`config.mk`:
```
export PLATFORM = sky130hd
export DESIGN_NAME = apt_timer
export DESIGN_NICKNAME = d
export VERILOG_FILES = /design/src/core/apt_pkg.sv /design/src/core/apt_timer.sv
export SDC_FILE = /design/constraint.sdc
export NUM_CORES = 1
export LEC_CHECK = 0
export ABC_CLOCK_PERIOD_IN_PS = 2700
export BUFFER_PORTS_ARGS = -buffer_cell sky130_fd_sc_hd__buf_2
export CAP_MARGIN = 20
export CORE_ASPECT_RATIO = 1.25
export CORE_MARGIN = 10
export CORE_UTILIZATION = 51
export DETAILED_ROUTE_END_ITERATION = 10
export PLACE_DENSITY_LB_ADDON = 0.05
export SYNTH_ARGS = -nofsm -noshare
export SYNTH_HDL_FRONTEND = slang
export SYNTH_SLANG_ARGS = --single-unit
```
`constraint.sdc`:
```
create_clock -name mclk -period 2.7 [get_ports mclk]
set_input_delay 0.54 -clock mclk [delete_from_list [all_inputs] [get_ports mclk]]
set_output_delay 0.54 -clock mclk [all_outputs]
set_load 0.01 [all_outputs]
```
`src/core/apt_pkg.sv`:
```
// Purpose: shared constants and types for the 8-bit phase-correct PWM timer
// Assumes: AHB-Lite register access, one 32-bit aligned word per register
// Notes:   all offsets are byte addresses
package apt_pkg;

  // ==========================================================================
  // register map
  localparam logic [7:0] OFF_CONTROL = 8'h00;
  localparam logic [7:0] OFF_COUNT   = 8'h04;
  localparam logic [7:0] OFF_COMPARE = 8'h08;
  localparam logic [7:0] OFF_ASYNC   = 8'h0C;
  localparam logic [7:0] OFF_FLAGS   = 8'h10;

  // ==========================================================================
  // field positions
  localparam int BIT_ASYNC_SEL   = 3;
  localparam int BIT_COUNT_BUSY  = 2;
  localparam int BIT_CMP_BUSY    = 1;
  localparam int BIT_CTRL_BUSY   = 0;
  localparam int BIT_CMP_FLAG    = 1;
  localparam int BIT_OVF_FLAG    = 0;

  // holding stage index per asynchronously written register
  localparam int HOLD_CTRL  = 0;
  localparam int HOLD_CMP   = 1;
  localparam int HOLD_COUNT = 2;

  // ==========================================================================
  // values
  localparam logic [7:0] CNT_MAX       = 8'hFF;
  localparam logic [7:0] CNT_BOTTOM    = 8'h00;
  localparam logic [7:0] RST_BYTE      = 8'h00;
  localparam logic [1:0] WGM_PHASE_COR = 2'h1;
  localparam logic [1:0] COM_OFF       = 2'h0;
  localparam logic [1:0] COM_NONINV    = 2'h2;
  localparam logic [1:0] COM_INV       = 2'h3;
  localparam logic [1:0] XFER_EDGES    = 2'h2;  // crystal edges per transfer
  localparam int         FLAG_SYNC_CYC = 3;     // processor cycles of flag sync

  // clock select codes
  localparam logic [2:0] CS_STOP = 3'h0;
  localparam logic [2:0] CS_1    = 3'h1;
  localparam logic [2:0] CS_8    = 3'h2;
  localparam logic [2:0] CS_32   = 3'h3;
  localparam logic [2:0] CS_64   = 3'h4;
  localparam logic [2:0] CS_128  = 3'h5;
  localparam logic [2:0] CS_256  = 3'h6;
  localparam logic [2:0] CS_1024 = 3'h7;

  // ==========================================================================
  // types
  typedef struct packed {
    logic       force_cmp;  // dropped on write, reads as zero
    logic       wgm0;
    logic [1:0] com;
    logic       wgm1;
    logic [2:0] cs;
  } apt_ctrl_s;

  typedef enum logic [1:0] {
    DIR_UP   = 2'b01,
    DIR_DOWN = 2'b10
  } apt_dir_e;

endpackage

```
`src/core/apt_timer.sv`:
```
// Purpose: 8-bit timer with dual-slope phase-correct PWM and crystal clocking
// Assumes: inputs synchronous to mclk; mclk well above four crystal rates
// Notes:   crystal edges act as enables, the whole block runs on mclk
`timescale 1ns/1ps
`default_nettype none

// Summary of operation
// - mode one counts up then down forever
// - clear on up match, set on down
// - output mode two normal, three inverted
// - resolution fixed at eight bits
// - counter stays at MAX one tick
// - overflow flag set at BOTTOM
// - compare BOTTOM low, MAX high output
// - leaving MAX gives up-match level at MAX
// - missed up match still corrected at MAX
// - period 510 ticks, seven prescale factors
// - timer tick is a clock enable
// - async writes commit after two crystal edges
// - control, compare and count each have own holding stage
// - busy flag per pending register transfer
// - no compare match while count or compare write pending
// - wake logic rearms after one crystal cycle
// - deep wake leaves registers at defaults
// - wake starts on next timer tick
// - counter read through crystal-edge copy
// - async flags delayed three processor cycles
// - maximum count is 0xFF
// - async select clocks from crystal input
// - output mode zero leaves pin alone
module apt_timer (
  input  wire  logic        mclk,
  input  wire  logic        rst,
  input  wire  logic        hsel,
  input  wire  logic [31:0] haddr,
  input  wire  logic [1:0]  htrans,
  input  wire  logic        hwrite,
  input  wire  logic [2:0]  hsize,
  input  wire  logic [31:0] hwdata,
  input  wire  logic        hready,
  output logic              hreadyout,
  output logic              hresp,
  output logic [31:0]       hrdata,
  input  wire  logic        crystalOscIn,
  input  wire  logic        deepWake,
  output logic              compareOutputPin,
  output logic              compareOutputActive,
  output logic              wakeRequest
);
  import apt_pkg::*;

  // ==========================================================================
  // decoding helpers
  function automatic logic regHit(input logic [7:0] a, input logic [7:0] off);
    regHit = (a == off);
  endfunction

  // prescaler terminal count for each clock select code
  function automatic logic divMatch(input logic [2:0] cs, input logic [9:0] p);
    case (cs)
      CS_1:    divMatch = 1'b1;
      CS_8:    divMatch = &p[2:0];
      CS_32:   divMatch = &p[4:0];
      CS_64:   divMatch = &p[5:0];
      CS_128:  divMatch = &p[6:0];
      CS_256:  divMatch = &p[7:0];
      CS_1024: divMatch = &p[9:0];
      default: divMatch = 1'b0;
    endcase
  endfunction

  // ==========================================================================
  // bus address phase and read data
  logic        wrPend_ff, nxt_wrPend;
  logic [7:0]  wrAddr_ff, nxt_wrAddr;
  logic [31:0] rdata_ff,  nxt_rdata;
  logic        addrTaken;

  // ==========================================================================
  // timer state
  apt_ctrl_s   ctrl_ff,     nxt_ctrl;
  logic [7:0]  count_ff,    nxt_count;
  logic [7:0]  compare_ff,  nxt_compare;
  logic [7:0]  cmpBuf_ff,   nxt_cmpBuf;
  apt_dir_e    dir_ff,      nxt_dir;
  logic        pwmHigh_ff,  nxt_pwmHigh;
  logic [1:0]  flags_ff,    nxt_flags;
  logic        async_ff,    nxt_async;
  logic [7:0]  hold_ff [3];
  logic [7:0]  nxt_hold [3];
  logic [2:0]  busy_ff,     nxt_busy;
  logic [1:0]  edges_ff [3];
  logic [1:0]  nxt_edges [3];
  logic [7:0]  readCopy_ff, nxt_readCopy;
  logic [1:0]  pipe_ff [FLAG_SYNC_CYC];
  logic [1:0]  nxt_pipe [FLAG_SYNC_CYC];
  logic [9:0]  pre_ff,      nxt_pre;
  logic        wakePend_ff, nxt_wakePend;
  logic        armed_ff,    nxt_armed;
  logic        wake_ff,     nxt_wake;
  logic        xtalMeta_ff, xtalSync_ff, xtalPrev_ff;

  logic        xtalRise;
  logic        srcTick;
  logic        tick;
  logic [2:0]  commit;
  logic [7:0]  wrByte;
  logic [7:0]  nc;
  logic        match;
  logic        ovfEv;
  logic        cmpEv;
  logic [1:0]  delivered;
  logic [1:0]  w1c;

  // ==========================================================================
  // bus slave: always ready, always OKAY
  assign hreadyout = 1'b1;
  assign hresp     = 1'b0;
  assign hrdata    = rdata_ff;
  assign addrTaken = hsel && hready && htrans[1];
  assign wrByte    = hwdata[7:0];

  // address phase capture and read data staging
  always_comb begin
    nxt_wrPend = addrTaken && hwrite;
    nxt_wrAddr = haddr[7:0];
    nxt_rdata  = rdata_ff;
    if (addrTaken && !hwrite) begin
      nxt_rdata = 32'h0000_0000;
      case (haddr[7:0])
        OFF_CONTROL: nxt_rdata[7:0] = {1'b0, ctrl_ff[6:0]};
        OFF_COUNT:   nxt_rdata[7:0] = async_ff ? readCopy_ff : count_ff;
        OFF_COMPARE: nxt_rdata[7:0] = compare_ff;
        OFF_ASYNC: begin
          nxt_rdata[BIT_ASYNC_SEL]  = async_ff;
          nxt_rdata[BIT_COUNT_BUSY] = busy_ff[HOLD_COUNT];
          nxt_rdata[BIT_CMP_BUSY]   = busy_ff[HOLD_CMP];
          nxt_rdata[BIT_CTRL_BUSY]  = busy_ff[HOLD_CTRL];
        end
        OFF_FLAGS:   nxt_rdata[1:0] = flags_ff;
        default:     nxt_rdata = 32'h0000_0000;  // unmapped reads zero
      endcase
    end
  end

  always_ff @(posedge mclk) begin
    if (rst) begin
      wrPend_ff <= 1'b0;
      wrAddr_ff <= 8'h00;
      rdata_ff  <= 32'h0000_0000;
    end else begin
      wrPend_ff <= nxt_wrPend;
      wrAddr_ff <= nxt_wrAddr;
      rdata_ff  <= nxt_rdata;
    end
  end

  // ==========================================================================
  // crystal input: two-stage synchroniser, then rising-edge detect
  always_ff @(posedge mclk) begin
    if (rst) begin
      xtalMeta_ff <= 1'b0;
      xtalSync_ff <= 1'b0;
      xtalPrev_ff <= 1'b0;
    end else begin
      xtalMeta_ff <= crystalOscIn;
      xtalSync_ff <= xtalMeta_ff;
      xtalPrev_ff <= xtalSync_ff;
    end
  end

  assign xtalRise = xtalSync_ff && !xtalPrev_ff;

  // ==========================================================================
  // clock source and prescaler: the tick is an enable on mclk
  assign srcTick = async_ff ? xtalRise : 1'b1;
  assign tick    = srcTick && divMatch(ctrl_ff.cs, pre_ff);

  // ==========================================================================
  // holding stages: each counts its own crystal edges, then commits
  always_comb begin
    for (int i = 0; i < 3; i++) begin
      nxt_edges[i] = edges_ff[i];
      nxt_busy[i]  = busy_ff[i];
      commit[i]    = 1'b0;
      if (busy_ff[i] && xtalRise) begin
        if (edges_ff[i] == XFER_EDGES - 2'h1) begin
          commit[i]    = 1'b1;
          nxt_busy[i]  = 1'b0;
          nxt_edges[i] = 2'h0;
        end else begin
          nxt_edges[i] = edges_ff[i] + 2'h1;
        end
      end
    end
  end

  // ==========================================================================
  // counter, compare unit, output level, flags and software writes
  always_comb begin
    nxt_ctrl     = ctrl_ff;
    nxt_count    = count_ff;
    nxt_compare  = compare_ff;
    nxt_cmpBuf   = cmpBuf_ff;
    nxt_dir      = dir_ff;
    nxt_pwmHigh  = pwmHigh_ff;
    nxt_async    = async_ff;
    nxt_hold     = hold_ff;
    nxt_readCopy = readCopy_ff;
    nxt_pre      = srcTick ? pre_ff + 10'h001 : pre_ff;
    nc           = count_ff;
    match        = 1'b0;
    ovfEv        = 1'b0;
    cmpEv        = 1'b0;
    w1c          = 2'b00;

    // dual-slope count with a single tick held at each end
    if (tick && {ctrl_ff.wgm1, ctrl_ff.wgm0} == WGM_PHASE_COR) begin
      if (dir_ff == DIR_UP) begin
        nc = count_ff + 8'h01;
        if (nc == CNT_MAX) begin
          nxt_dir = DIR_DOWN;
        end
      end else begin
        nc = count_ff - 8'h01;
        if (nc == CNT_BOTTOM) begin
          nxt_dir = DIR_UP;
        end
      end
      nxt_count = nc;
      if (nc == CNT_MAX) begin
        nxt_cmpBuf = compare_ff;
      end
      ovfEv = (nc == CNT_BOTTOM);
      // compare disabled while a count or compare transfer waits
      match = (nc == nxt_cmpBuf) && !busy_ff[HOLD_CMP] && !busy_ff[HOLD_COUNT];
      cmpEv = match;
      if (ctrl_ff.com == COM_OFF) begin
        nxt_pwmHigh = pwmHigh_ff;
      end else if (nc == CNT_MAX) begin
        // at MAX force the up-match level unless compare sits at MAX
        nxt_pwmHigh = (nxt_cmpBuf == CNT_MAX);
      end else if (match && dir_ff == DIR_UP) begin
        nxt_pwmHigh = 1'b0;
      end else if (match) begin
        nxt_pwmHigh = (nxt_cmpBuf != CNT_BOTTOM);
      end
    end

    // holding stage commits
    if (commit[HOLD_CTRL]) begin
      nxt_ctrl = apt_ctrl_s'({1'b0, hold_ff[HOLD_CTRL][6:0]});
    end
    if (commit[HOLD_CMP]) begin
      nxt_compare = hold_ff[HOLD_CMP];
    end
    if (commit[HOLD_COUNT]) begin
      nxt_count = hold_ff[HOLD_COUNT];
    end

    // counter copy for reads follows every crystal edge, commits included
    if (xtalRise) begin
      nxt_readCopy = nxt_count;
    end

    // software writes in the data phase
    if (wrPend_ff) begin
      if (regHit(wrAddr_ff, OFF_CONTROL)) begin
        if (async_ff) begin
          nxt_hold[HOLD_CTRL] = wrByte;
        end else begin
          nxt_ctrl = apt_ctrl_s'({1'b0, wrByte[6:0]});
        end
      end
      if (regHit(wrAddr_ff, OFF_COMPARE)) begin
        if (async_ff) begin
          nxt_hold[HOLD_CMP] = wrByte;
        end else begin
          nxt_compare = wrByte;
        end
      end
      if (regHit(wrAddr_ff, OFF_COUNT)) begin
        if (async_ff) begin
          nxt_hold[HOLD_COUNT] = wrByte;
        end else begin
          nxt_count = wrByte;
        end
      end
      if (regHit(wrAddr_ff, OFF_ASYNC)) begin
        nxt_async = wrByte[BIT_ASYNC_SEL];
      end
      if (regHit(wrAddr_ff, OFF_FLAGS)) begin
        w1c = wrByte[1:0];
      end
    end
  end

  // a write in async mode arms its holding stage (overrides the stage counter)
  logic [2:0] arm;
  always_comb begin
    arm = 3'b000;
    if (wrPend_ff && async_ff) begin
      arm[HOLD_CTRL]  = regHit(wrAddr_ff, OFF_CONTROL);
      arm[HOLD_CMP]   = regHit(wrAddr_ff, OFF_COMPARE);
      arm[HOLD_COUNT] = regHit(wrAddr_ff, OFF_COUNT);
    end
  end

  // ==========================================================================
  // flag delivery: async events pass a three-cycle pipe first
  always_comb begin
    nxt_pipe[0] = {cmpEv, ovfEv};
    for (int i = 1; i < FLAG_SYNC_CYC; i++) begin
      nxt_pipe[i] = pipe_ff[i-1];
    end
  end

  assign delivered = async_ff ? pipe_ff[FLAG_SYNC_CYC-1] : {cmpEv, ovfEv};
  assign nxt_flags = (flags_ff & ~w1c) | delivered;  // set wins over clear

  // ==========================================================================
  // wake request: starts on the next tick, rearms after a crystal edge
  always_comb begin
    nxt_wakePend = wakePend_ff || (|delivered);
    nxt_armed    = armed_ff || xtalRise;
    nxt_wake     = 1'b0;
    if (wakePend_ff && armed_ff && tick) begin
      nxt_wake     = 1'b1;
      nxt_wakePend = |delivered;
      nxt_armed    = 1'b0;
    end
  end

  // ==========================================================================
  // register all timer state; deep wake restores defaults
  always_ff @(posedge mclk) begin
    if (rst || deepWake) begin
      ctrl_ff     <= apt_ctrl_s'(RST_BYTE);
      count_ff    <= RST_BYTE;
      compare_ff  <= RST_BYTE;
      cmpBuf_ff   <= RST_BYTE;
      dir_ff      <= DIR_UP;
      pwmHigh_ff  <= 1'b0;
      flags_ff    <= 2'b00;
      async_ff    <= 1'b0;
      busy_ff     <= 3'b000;
      readCopy_ff <= RST_BYTE;
      pre_ff      <= 10'h000;
      wakePend_ff <= 1'b0;
      armed_ff    <= 1'b1;
      wake_ff     <= 1'b0;
      for (int i = 0; i < 3; i++) begin
        hold_ff[i]  <= RST_BYTE;
        edges_ff[i] <= 2'h0;
      end
      for (int i = 0; i < FLAG_SYNC_CYC; i++) begin
        pipe_ff[i] <= 2'b00;
      end
    end else begin
      ctrl_ff     <= nxt_ctrl;
      count_ff    <= nxt_count;
      compare_ff  <= nxt_compare;
      cmpBuf_ff   <= nxt_cmpBuf;
      dir_ff      <= nxt_dir;
      pwmHigh_ff  <= nxt_pwmHigh;
      flags_ff    <= nxt_flags;
      async_ff    <= nxt_async;
      busy_ff     <= nxt_busy | arm;
      readCopy_ff <= nxt_readCopy;
      pre_ff      <= nxt_pre;
      wakePend_ff <= nxt_wakePend;
      armed_ff    <= nxt_armed;
      wake_ff     <= nxt_wake;
      for (int i = 0; i < 3; i++) begin
        hold_ff[i]  <= nxt_hold[i];
        edges_ff[i] <= arm[i] ? 2'h0 : nxt_edges[i];
      end
      for (int i = 0; i < FLAG_SYNC_CYC; i++) begin
        pipe_ff[i] <= nxt_pipe[i];
      end
    end
  end

  // ==========================================================================
  // pin drive straight from the timer-tick level, no resync
  assign compareOutputActive = (ctrl_ff.com != COM_OFF);
  assign compareOutputPin    = (ctrl_ff.com == COM_INV) ? !pwmHigh_ff : pwmHigh_ff;
  assign wakeRequest         = wake_ff;

endmodule // apt_timer

`default_nettype wire

```
=== Word-level counts from Yosys, hierarchy flattened ===
Memories as Yosys holds them, arrays and structs flattened.
Index checks and enable logic that the tools add are counted.

* Register bits: 105
* RAM bits: 12
* Input bits: 76
* Output and inout port bits: 37
* Word-level logic and storage cells: 187
* Memories: 2

* Add/subtract/negate cells: 6
* Eq/ne operators: 26
* Muxes and demuxes: 69
* Bitwise gates (word level): 11
* Reductions and logical operators: 46

{| class="wikitable"
|+ Memories
! name !! words !! width !! rd ports !! clocked after memory_dff !! wr ports !! line !! RTL
|-
| edges_ff || 3 || 2 || 3 || 0 || 3 || apt_timer.sv:92 || <nowiki>logic [1:0] edges_ff [3];</nowiki>
|-
| pipe_ff || 3 || 2 || 3 || 0 || 3 || apt_timer.sv:95 || <nowiki>logic [1:0] pipe_ff [FLAG_SYNC_CYC];</nowiki>
|}

{| class="wikitable"
|+ Operators with widths
! cell !! number
|-
| $mux 8 || 18
|-
| $mux 2 || 21
|-
| $eq 8x4->1 const B || 4
|-
| $logic_not 8->1 || 4
|-
| $mux 1 || 25
|-
| $eq 8x8->1 const B || 3
|-
| $reduce_and 3->1 || 6
|-
| $eq 8x3->1 const B || 2
|-
| $eq 8x5->1 const B || 2
|-
| $logic_and 1x1->1 || 16
|-
| $eq 3x3->1 const B || 4
|-
| $pmux 4 s3 || 1
|-
| $add 10x1->10 const B || 1
|-
| $eq 2x1->1 const B || 5
|-
| $pmux 2 s5 || 1
|-
| $reduce_and 10->1 || 1
|-
| $add 8x1->8 const B || 1
|-
| $eq 8x8->1 || 1
|-
| $pmux 2 s4 || 1
|-
| $reduce_and 8->1 || 1
|-
| $reduce_bool 8->1 || 1
|-
| $sub 8x1->8 const B || 1
|-
| $pmux 1 s7 || 1
|-
| $reduce_and 7->1 || 1
|-
| other kinds (21) || 36
|}

=== Logic depth before layout (Yosys ltp) ===
* Depth after elaboration: 17
* Mapped depth: 12
* Gate-level depth less buffers: 11

=== Least setup slack after synthesis ===
OpenSTA, ideal clock, no wires.

* Path kind: reg2reg
* Start: reg count_ff[0]
* End: reg flags_ff[1]
* Setup time: 87 ps
* Arrival time: 2757 ps
* Data required time: 2613 ps
* Slack: -144 ps
* Stages on the path, launching flop included: 12
* Path buffers: 1
* Clock period less this slack: 2844 ps
* Cell sequence: dfxtp_1 > buf_6 > inv_1 > ha_1 > or3b_1 > mux2i_2 > xor2_1 > nand4_4 > o32a_1 > a22oi_2 > nand3_2 > o31ai_1

* Cells in the longest elaborated chain, start to end: 12
* Elaborated cells on any way between the ends: 13
* Those cells by class: add/sub (2); eq/ne (2); mux (6); bitwise (1); reduce/logical (2)

{| class="wikitable"
|+ RTL lines
! element !! line !! RTL
|-
| start: declaration || apt_timer.sv:82 || <nowiki>logic [7:0] count_ff, nxt_count;</nowiki>
|-
| start signal: assignment || apt_timer.sv:361 || <nowiki>count_ff <= nxt_count;</nowiki>
|-
| $sub 8x1->8 / $add 8x1->8 (equally long branches) || apt_timer.sv:225, apt_timer.sv:220 ||
|-
| $mux 8 (*) || apt_timer.sv:219 || <nowiki>if (dir_ff == DIR_UP) begin</nowiki>
|-
| $mux 8 (*) || apt_timer.sv:218 || <nowiki>if (tick && {ctrl_ff.wgm1, ctrl_ff.wgm0} == WGM_PHASE_COR) begin</nowiki>
|-
| $eq 8x8->1 || apt_timer.sv:231 || <nowiki>if (nc == CNT_MAX) begin</nowiki>
|-
| $mux 8 || apt_timer.sv:231 ||
|-
| $mux 8 || apt_timer.sv:218 ||
|-
| $eq 8x8->1 (*) || apt_timer.sv:236 || <nowiki>match = (nc == nxt_cmpBuf) && !busy_ff[HOLD_CMP] && !busy_ff[HOLD_COUNT];</nowiki>
|-
| $logic_and 1x1->1 (*) (2 in a row) || apt_timer.sv:236 ||
|-
| $mux 1 (*) || apt_timer.sv:218 ||
|-
| $mux 2 (*) || apt_timer.sv:318 || <nowiki>assign delivered = async_ff ? pipe_ff[FLAG_SYNC_CYC-1] : {cmpEv, ovfEv};</nowiki>
|-
| $or 2x2->2 (*) || apt_timer.sv:319 || <nowiki>assign nxt_flags = (flags_ff & ~w1c) | delivered;</nowiki>
|-
| end signal: assignment || apt_timer.sv:366 || <nowiki>flags_ff <= nxt_flags;</nowiki>
|-
| end: declaration || apt_timer.sv:87 || <nowiki>logic [1:0] flags_ff, nxt_flags;</nowiki>
|}

Every way passes the cells marked *; elsewhere a longest branch is shown, timed or not. The select of a mux whose other input is x is not followed.
A chain may end at the register's enable or synchronous reset.

=== Worst setup path after layout ===
* Start: reg count_ff[1]
* End: reg flags_ff[1]

Same word-level chain as after synthesis.

==> flow_summary_export.csv <==
group,metric,value,unit
sta,setup_viol,0,
critical_path,reg2reg_from,"count_ff[1]$_SDFF_PP0_",
critical_path,r2r_setup_slack,0.04,ns
critical_path,crit_fanout,6,
sta,drv_slew,0,
critical_path,start_kind,"flip-flop",
finish,diodes,0,
power,irDropWorstVdd,0.000365,V
grt,first_global_vias,5296,
finish,final_core_util,64.4,%
sta,skew,0.00903,ns
critical_path,end_kind,"flip-flop",
critical_path,cp_top_family,"compound AO/OA/AOI/OAI gates",
clocking,cts_made_buffers,17,
critical_path,r2r.worst_path.cells,10,
synth,netlist_area,6030,um2
critical_path,critPathArrivalTime,2.99,ns
worst_hold_path,hold_class,"input pin to flip-flop",
finish,area_delta_synth_final,24.1,%
placement,dp_hpwl,13000,um
critical_path,cp_common_cell,"buf_4",
synth,synth_flop_cell,"dfxtp_1",
floorplan,core_area,11600,um2
critical_path,worst-path-stages,10,
synth,syn_area_per_cell,8.23,um2
grt,track_usage,21.6,%
floorplan,dieArea,16600,um2
job,maxCapViolations,0,
finish,fillers,1037,
sta,final_hold_viol_count,0,
sta,max_slew_margin,60.9,%
placement,gp_congestion,0.918,
clocking,cts.htree.levels,4,
placement,portBuffers,34,
floorplan,placementRows,44,
critical_path,path_class,"flip-flop to flip-flop",
grt,grt_pass1_wl,27900,um
routing,drt_wl_total,17500,um
finish,drive_above_1_share,22.2,%
critical_path,required,3.03,ns
clocking,clkTransAtPathRegs,0.06,ns
power,powerDensity,551,nW/um2
floorplan,die_w,117,um
synth,ys_warn_count,0,
routing,drtIter0Drc,360,
synth,synth.distinct_cells,71,
critical_path,cp_slowest_cell,"or3_4",
placement,dp_cells,959,
critical_path,crit_start,"count_ff[1]$_SDFF_PP0_",
finish,fin_cells,995,
finish,nNetsFinal,904,
critical_path,path_buf_inv,2,
sta,fmax,376,MHz
sta,tightest_slew,0.585,ns
power,p_total,4.12,mW
sta,finalCritPeriodShare,98.6,%
critical_path,slowest_delay,0.45,ns
routing,drtAntennaViolNets,0,
clocking,clkLatencyLatePin,0.42,ns
grt,grt_max_degree,80,
critical_path,path_cells,"buf_4, or3_4, mux2i_4, xor2_4, nand4_4, buf_4, nor3_4, a211oi_1, a2111o_1, o31ai_1",
clocking,clk_path_buf_depth,2,
synth,async_flop_share,0,%
routing,post_drt_wl_per_cell,17.6,um
floorplan,io_pins,113,
synth,synth-edff-count,0,
routing,via_count,5457,
critical_path,rr_endpoint,"flags_ff[1]$_SDFF_PP0_",
floorplan,dieHeight,142,um
synth,syn_inst,732,
grt,antenna_found_initial,0,
synth,yosysSeqAreaShare,38.5,%
sta,final.setup.tns,0,ns
sta,min_period,2.66,ns
routing,routed_via_density,5.48,
sta,rsz0062_at_grt,"true",
grt,grt_remaining_overflow,0,
clocking,clkSinkCount,116,
clocking,tritoncts,"yes",
floorplan,start_util,51.9,%
power,leakagePower,2.89,nW
sta,fin_hold_ws,0.352,ns
routing,firstDrtPassIters,5,
clocking,clock-root-buffer,"clkbuf_16",
critical_path,critical_path.endpoint,"flags_ff[1]$_SDFF_PP0_",
routing,drc_errors,0,
status,status,"finished, final reports clean",
synth,ys_ff_latch,116,
cells in the mapped netlist, types with 6 or more instances:
cell type	instances	area (um2)
a211oi_1	18	135
nor4_1	10	62.6
o21ai_0	16	80.1
and2_1	7	43.8
nor2b_1	16	100
nor2_1	70	263
clkbuf_1	24	90.1
nor3_1	20	100
inv_1	10	37.5
buf_1	7	26.3
o31ai_1	6	45.0
a21oi_1	64	320
xor2_1	11	96.3
xnor2_1	12	105
dfxtp_1	116	2320
nand2b_1	6	37.5
nand4_1	8	50.1
ha_1	7	87.6
mux2i_1	40	400
nand3_1	20	100
buf_4	27	203
nand2_1	128	480
metal layers:
| layer | GRT usage (%) | vias up | share of wire, % |
|---|---|---|---|
| li1 | - | 2710 | - |
| met1 | 26.2 | 2605 | 43 |
| met2 | 36.4 | 113 | 51 |
| met3 | 4.18 | 29 | 3.9 |
| met4 | 8.02 | 0 | 2.6 |
| met5 | 0 | - | 0 |
how the worst min path moves through the flow:
stage | from | endpoint | slack, ns | cells after the start
after floorplan | pipe_ff[0][0]$_SDFF_PP0_ | pipe_ff[0][2]$_SDFF_PP0_ | 0.41 | 1
after global placement | pipe_ff[0][1]$_SDFF_PP0_ | pipe_ff[0][3]$_SDFF_PP0_ | 0.41 | 1
after detailed placement | pipe_ff[0][1]$_SDFF_PP0_ | pipe_ff[0][3]$_SDFF_PP0_ | 0.42 | 1
after CTS | crystalOscIn | xtalMeta_ff$_SDFF_PP0_ | 0.35 | 2
after global routing | crystalOscIn | xtalMeta_ff$_SDFF_PP0_ | 0.35 | 2
final | crystalOscIn | xtalMeta_ff$_SDFF_PP0_ | 0.35 | 2
per-stage QoR:
| step | setup WS, ns | instance area (um2) |
|---|---|---|
| floorplan | 0.00370 | 6130 |
| global placement | -0.174 | 6710 |
| detailed placement | -0.296 | 6710 |
| CTS | -0.0128 | 7350 |
| global route | -0.0797 | 7480 |
| finish | 0.0370 | 7480 |
sequential cells by signal (all words and copies together), names as in the netlist, 2 cells and up:
register,cells
readCopy_ff,8
pre_ff,10
dir_ff,2
count_ff,8
hrdata,8
edges_ff,6
pipe_ff,6
ctrl_ff,7
cmpBuf_ff,8
wrAddr_ff,8
flags_ff,2
busy_ff,3
compare_ff,8
hold_ff,23
cell type report:
cell class | count | area, um2 | area share, %
sequential | 116 | 2320 | 31.1
timing repair buffer | 111 | 761 | 10.2
inverter | 10 | 37.5 | 0.502
clock buffer | 19 | 453 | 6.05
multi-input combinational | 565 | 3560 | 47.5
clock inverter | 13 | 148 | 1.97
tap | 161 | 201 | 2.69
cell families (layout without fill, tap and decap cells):
family / count (synthesis) / count (layout) / synth area share [%]
compound gates: 141 / 141 / 14.9
other cells: 2 / 26 / 0.125
xor+xnor: 27 / 27 / 4.96
buf+inv: 75 / 153 / 6.71
simple gates: 317 / 317 / 25.0
mux: 47 / 47 / 8.37
flops: 116 / 116 / 38.5
fa+ha+maj: 7 / 7 / 1.45
worst reg2reg max path, stage by stage, from the launching register on:
cell and delay (ns):
dfxtp_1 0.31, buf_4 0.16, or3_4 0.45, mux2i_4 0.23
xor2_4 0.27, nand4_4 0.15, buf_4 0.17, nor3_4 0.12
a211oi_1 0.09, a2111o_1 0.40, o31ai_1 0.24
cells in the final DEF (no fill, tap or decap), types with 4 or more instances in the layout:
cell type and count:
nand2_1 127, dfxtp_1 114, buf_4 76, nor2_1 70, a21oi_1 64, mux2i_1 40
buf_2 34, conb_1 26, nor3_1 20, nand3_1 20, a211oi_1 18, clkbuf_16 17
nor2b_1 15, o21ai_0 14, xnor2_1 10, xor2_1 10, inv_1 8, nor4_1 8
nand4_1 8, and2_1 7, ha_1 6, nand2b_1 5, mux2_2 4, inv_6 4
clkinv_4 4
repair_timing:
action | in CTS | in global routing
pin swaps | 4 | 2
gates resized for setup | 10 | 21
setup endpoints to repair | 12 | 15
setup buffers | 0 | 4
hold buffers | 0 | 0
power by group:
group / internal, mW / total (mW) / switching [mW]
clock: 1.42 / 2.26 / 0.843
combinational: 0.0335 / 0.128 / 0.0949
sequential: 1.72 / 1.73 / 0.00711
No activity file was read; power rests on OpenSTA's default activity.
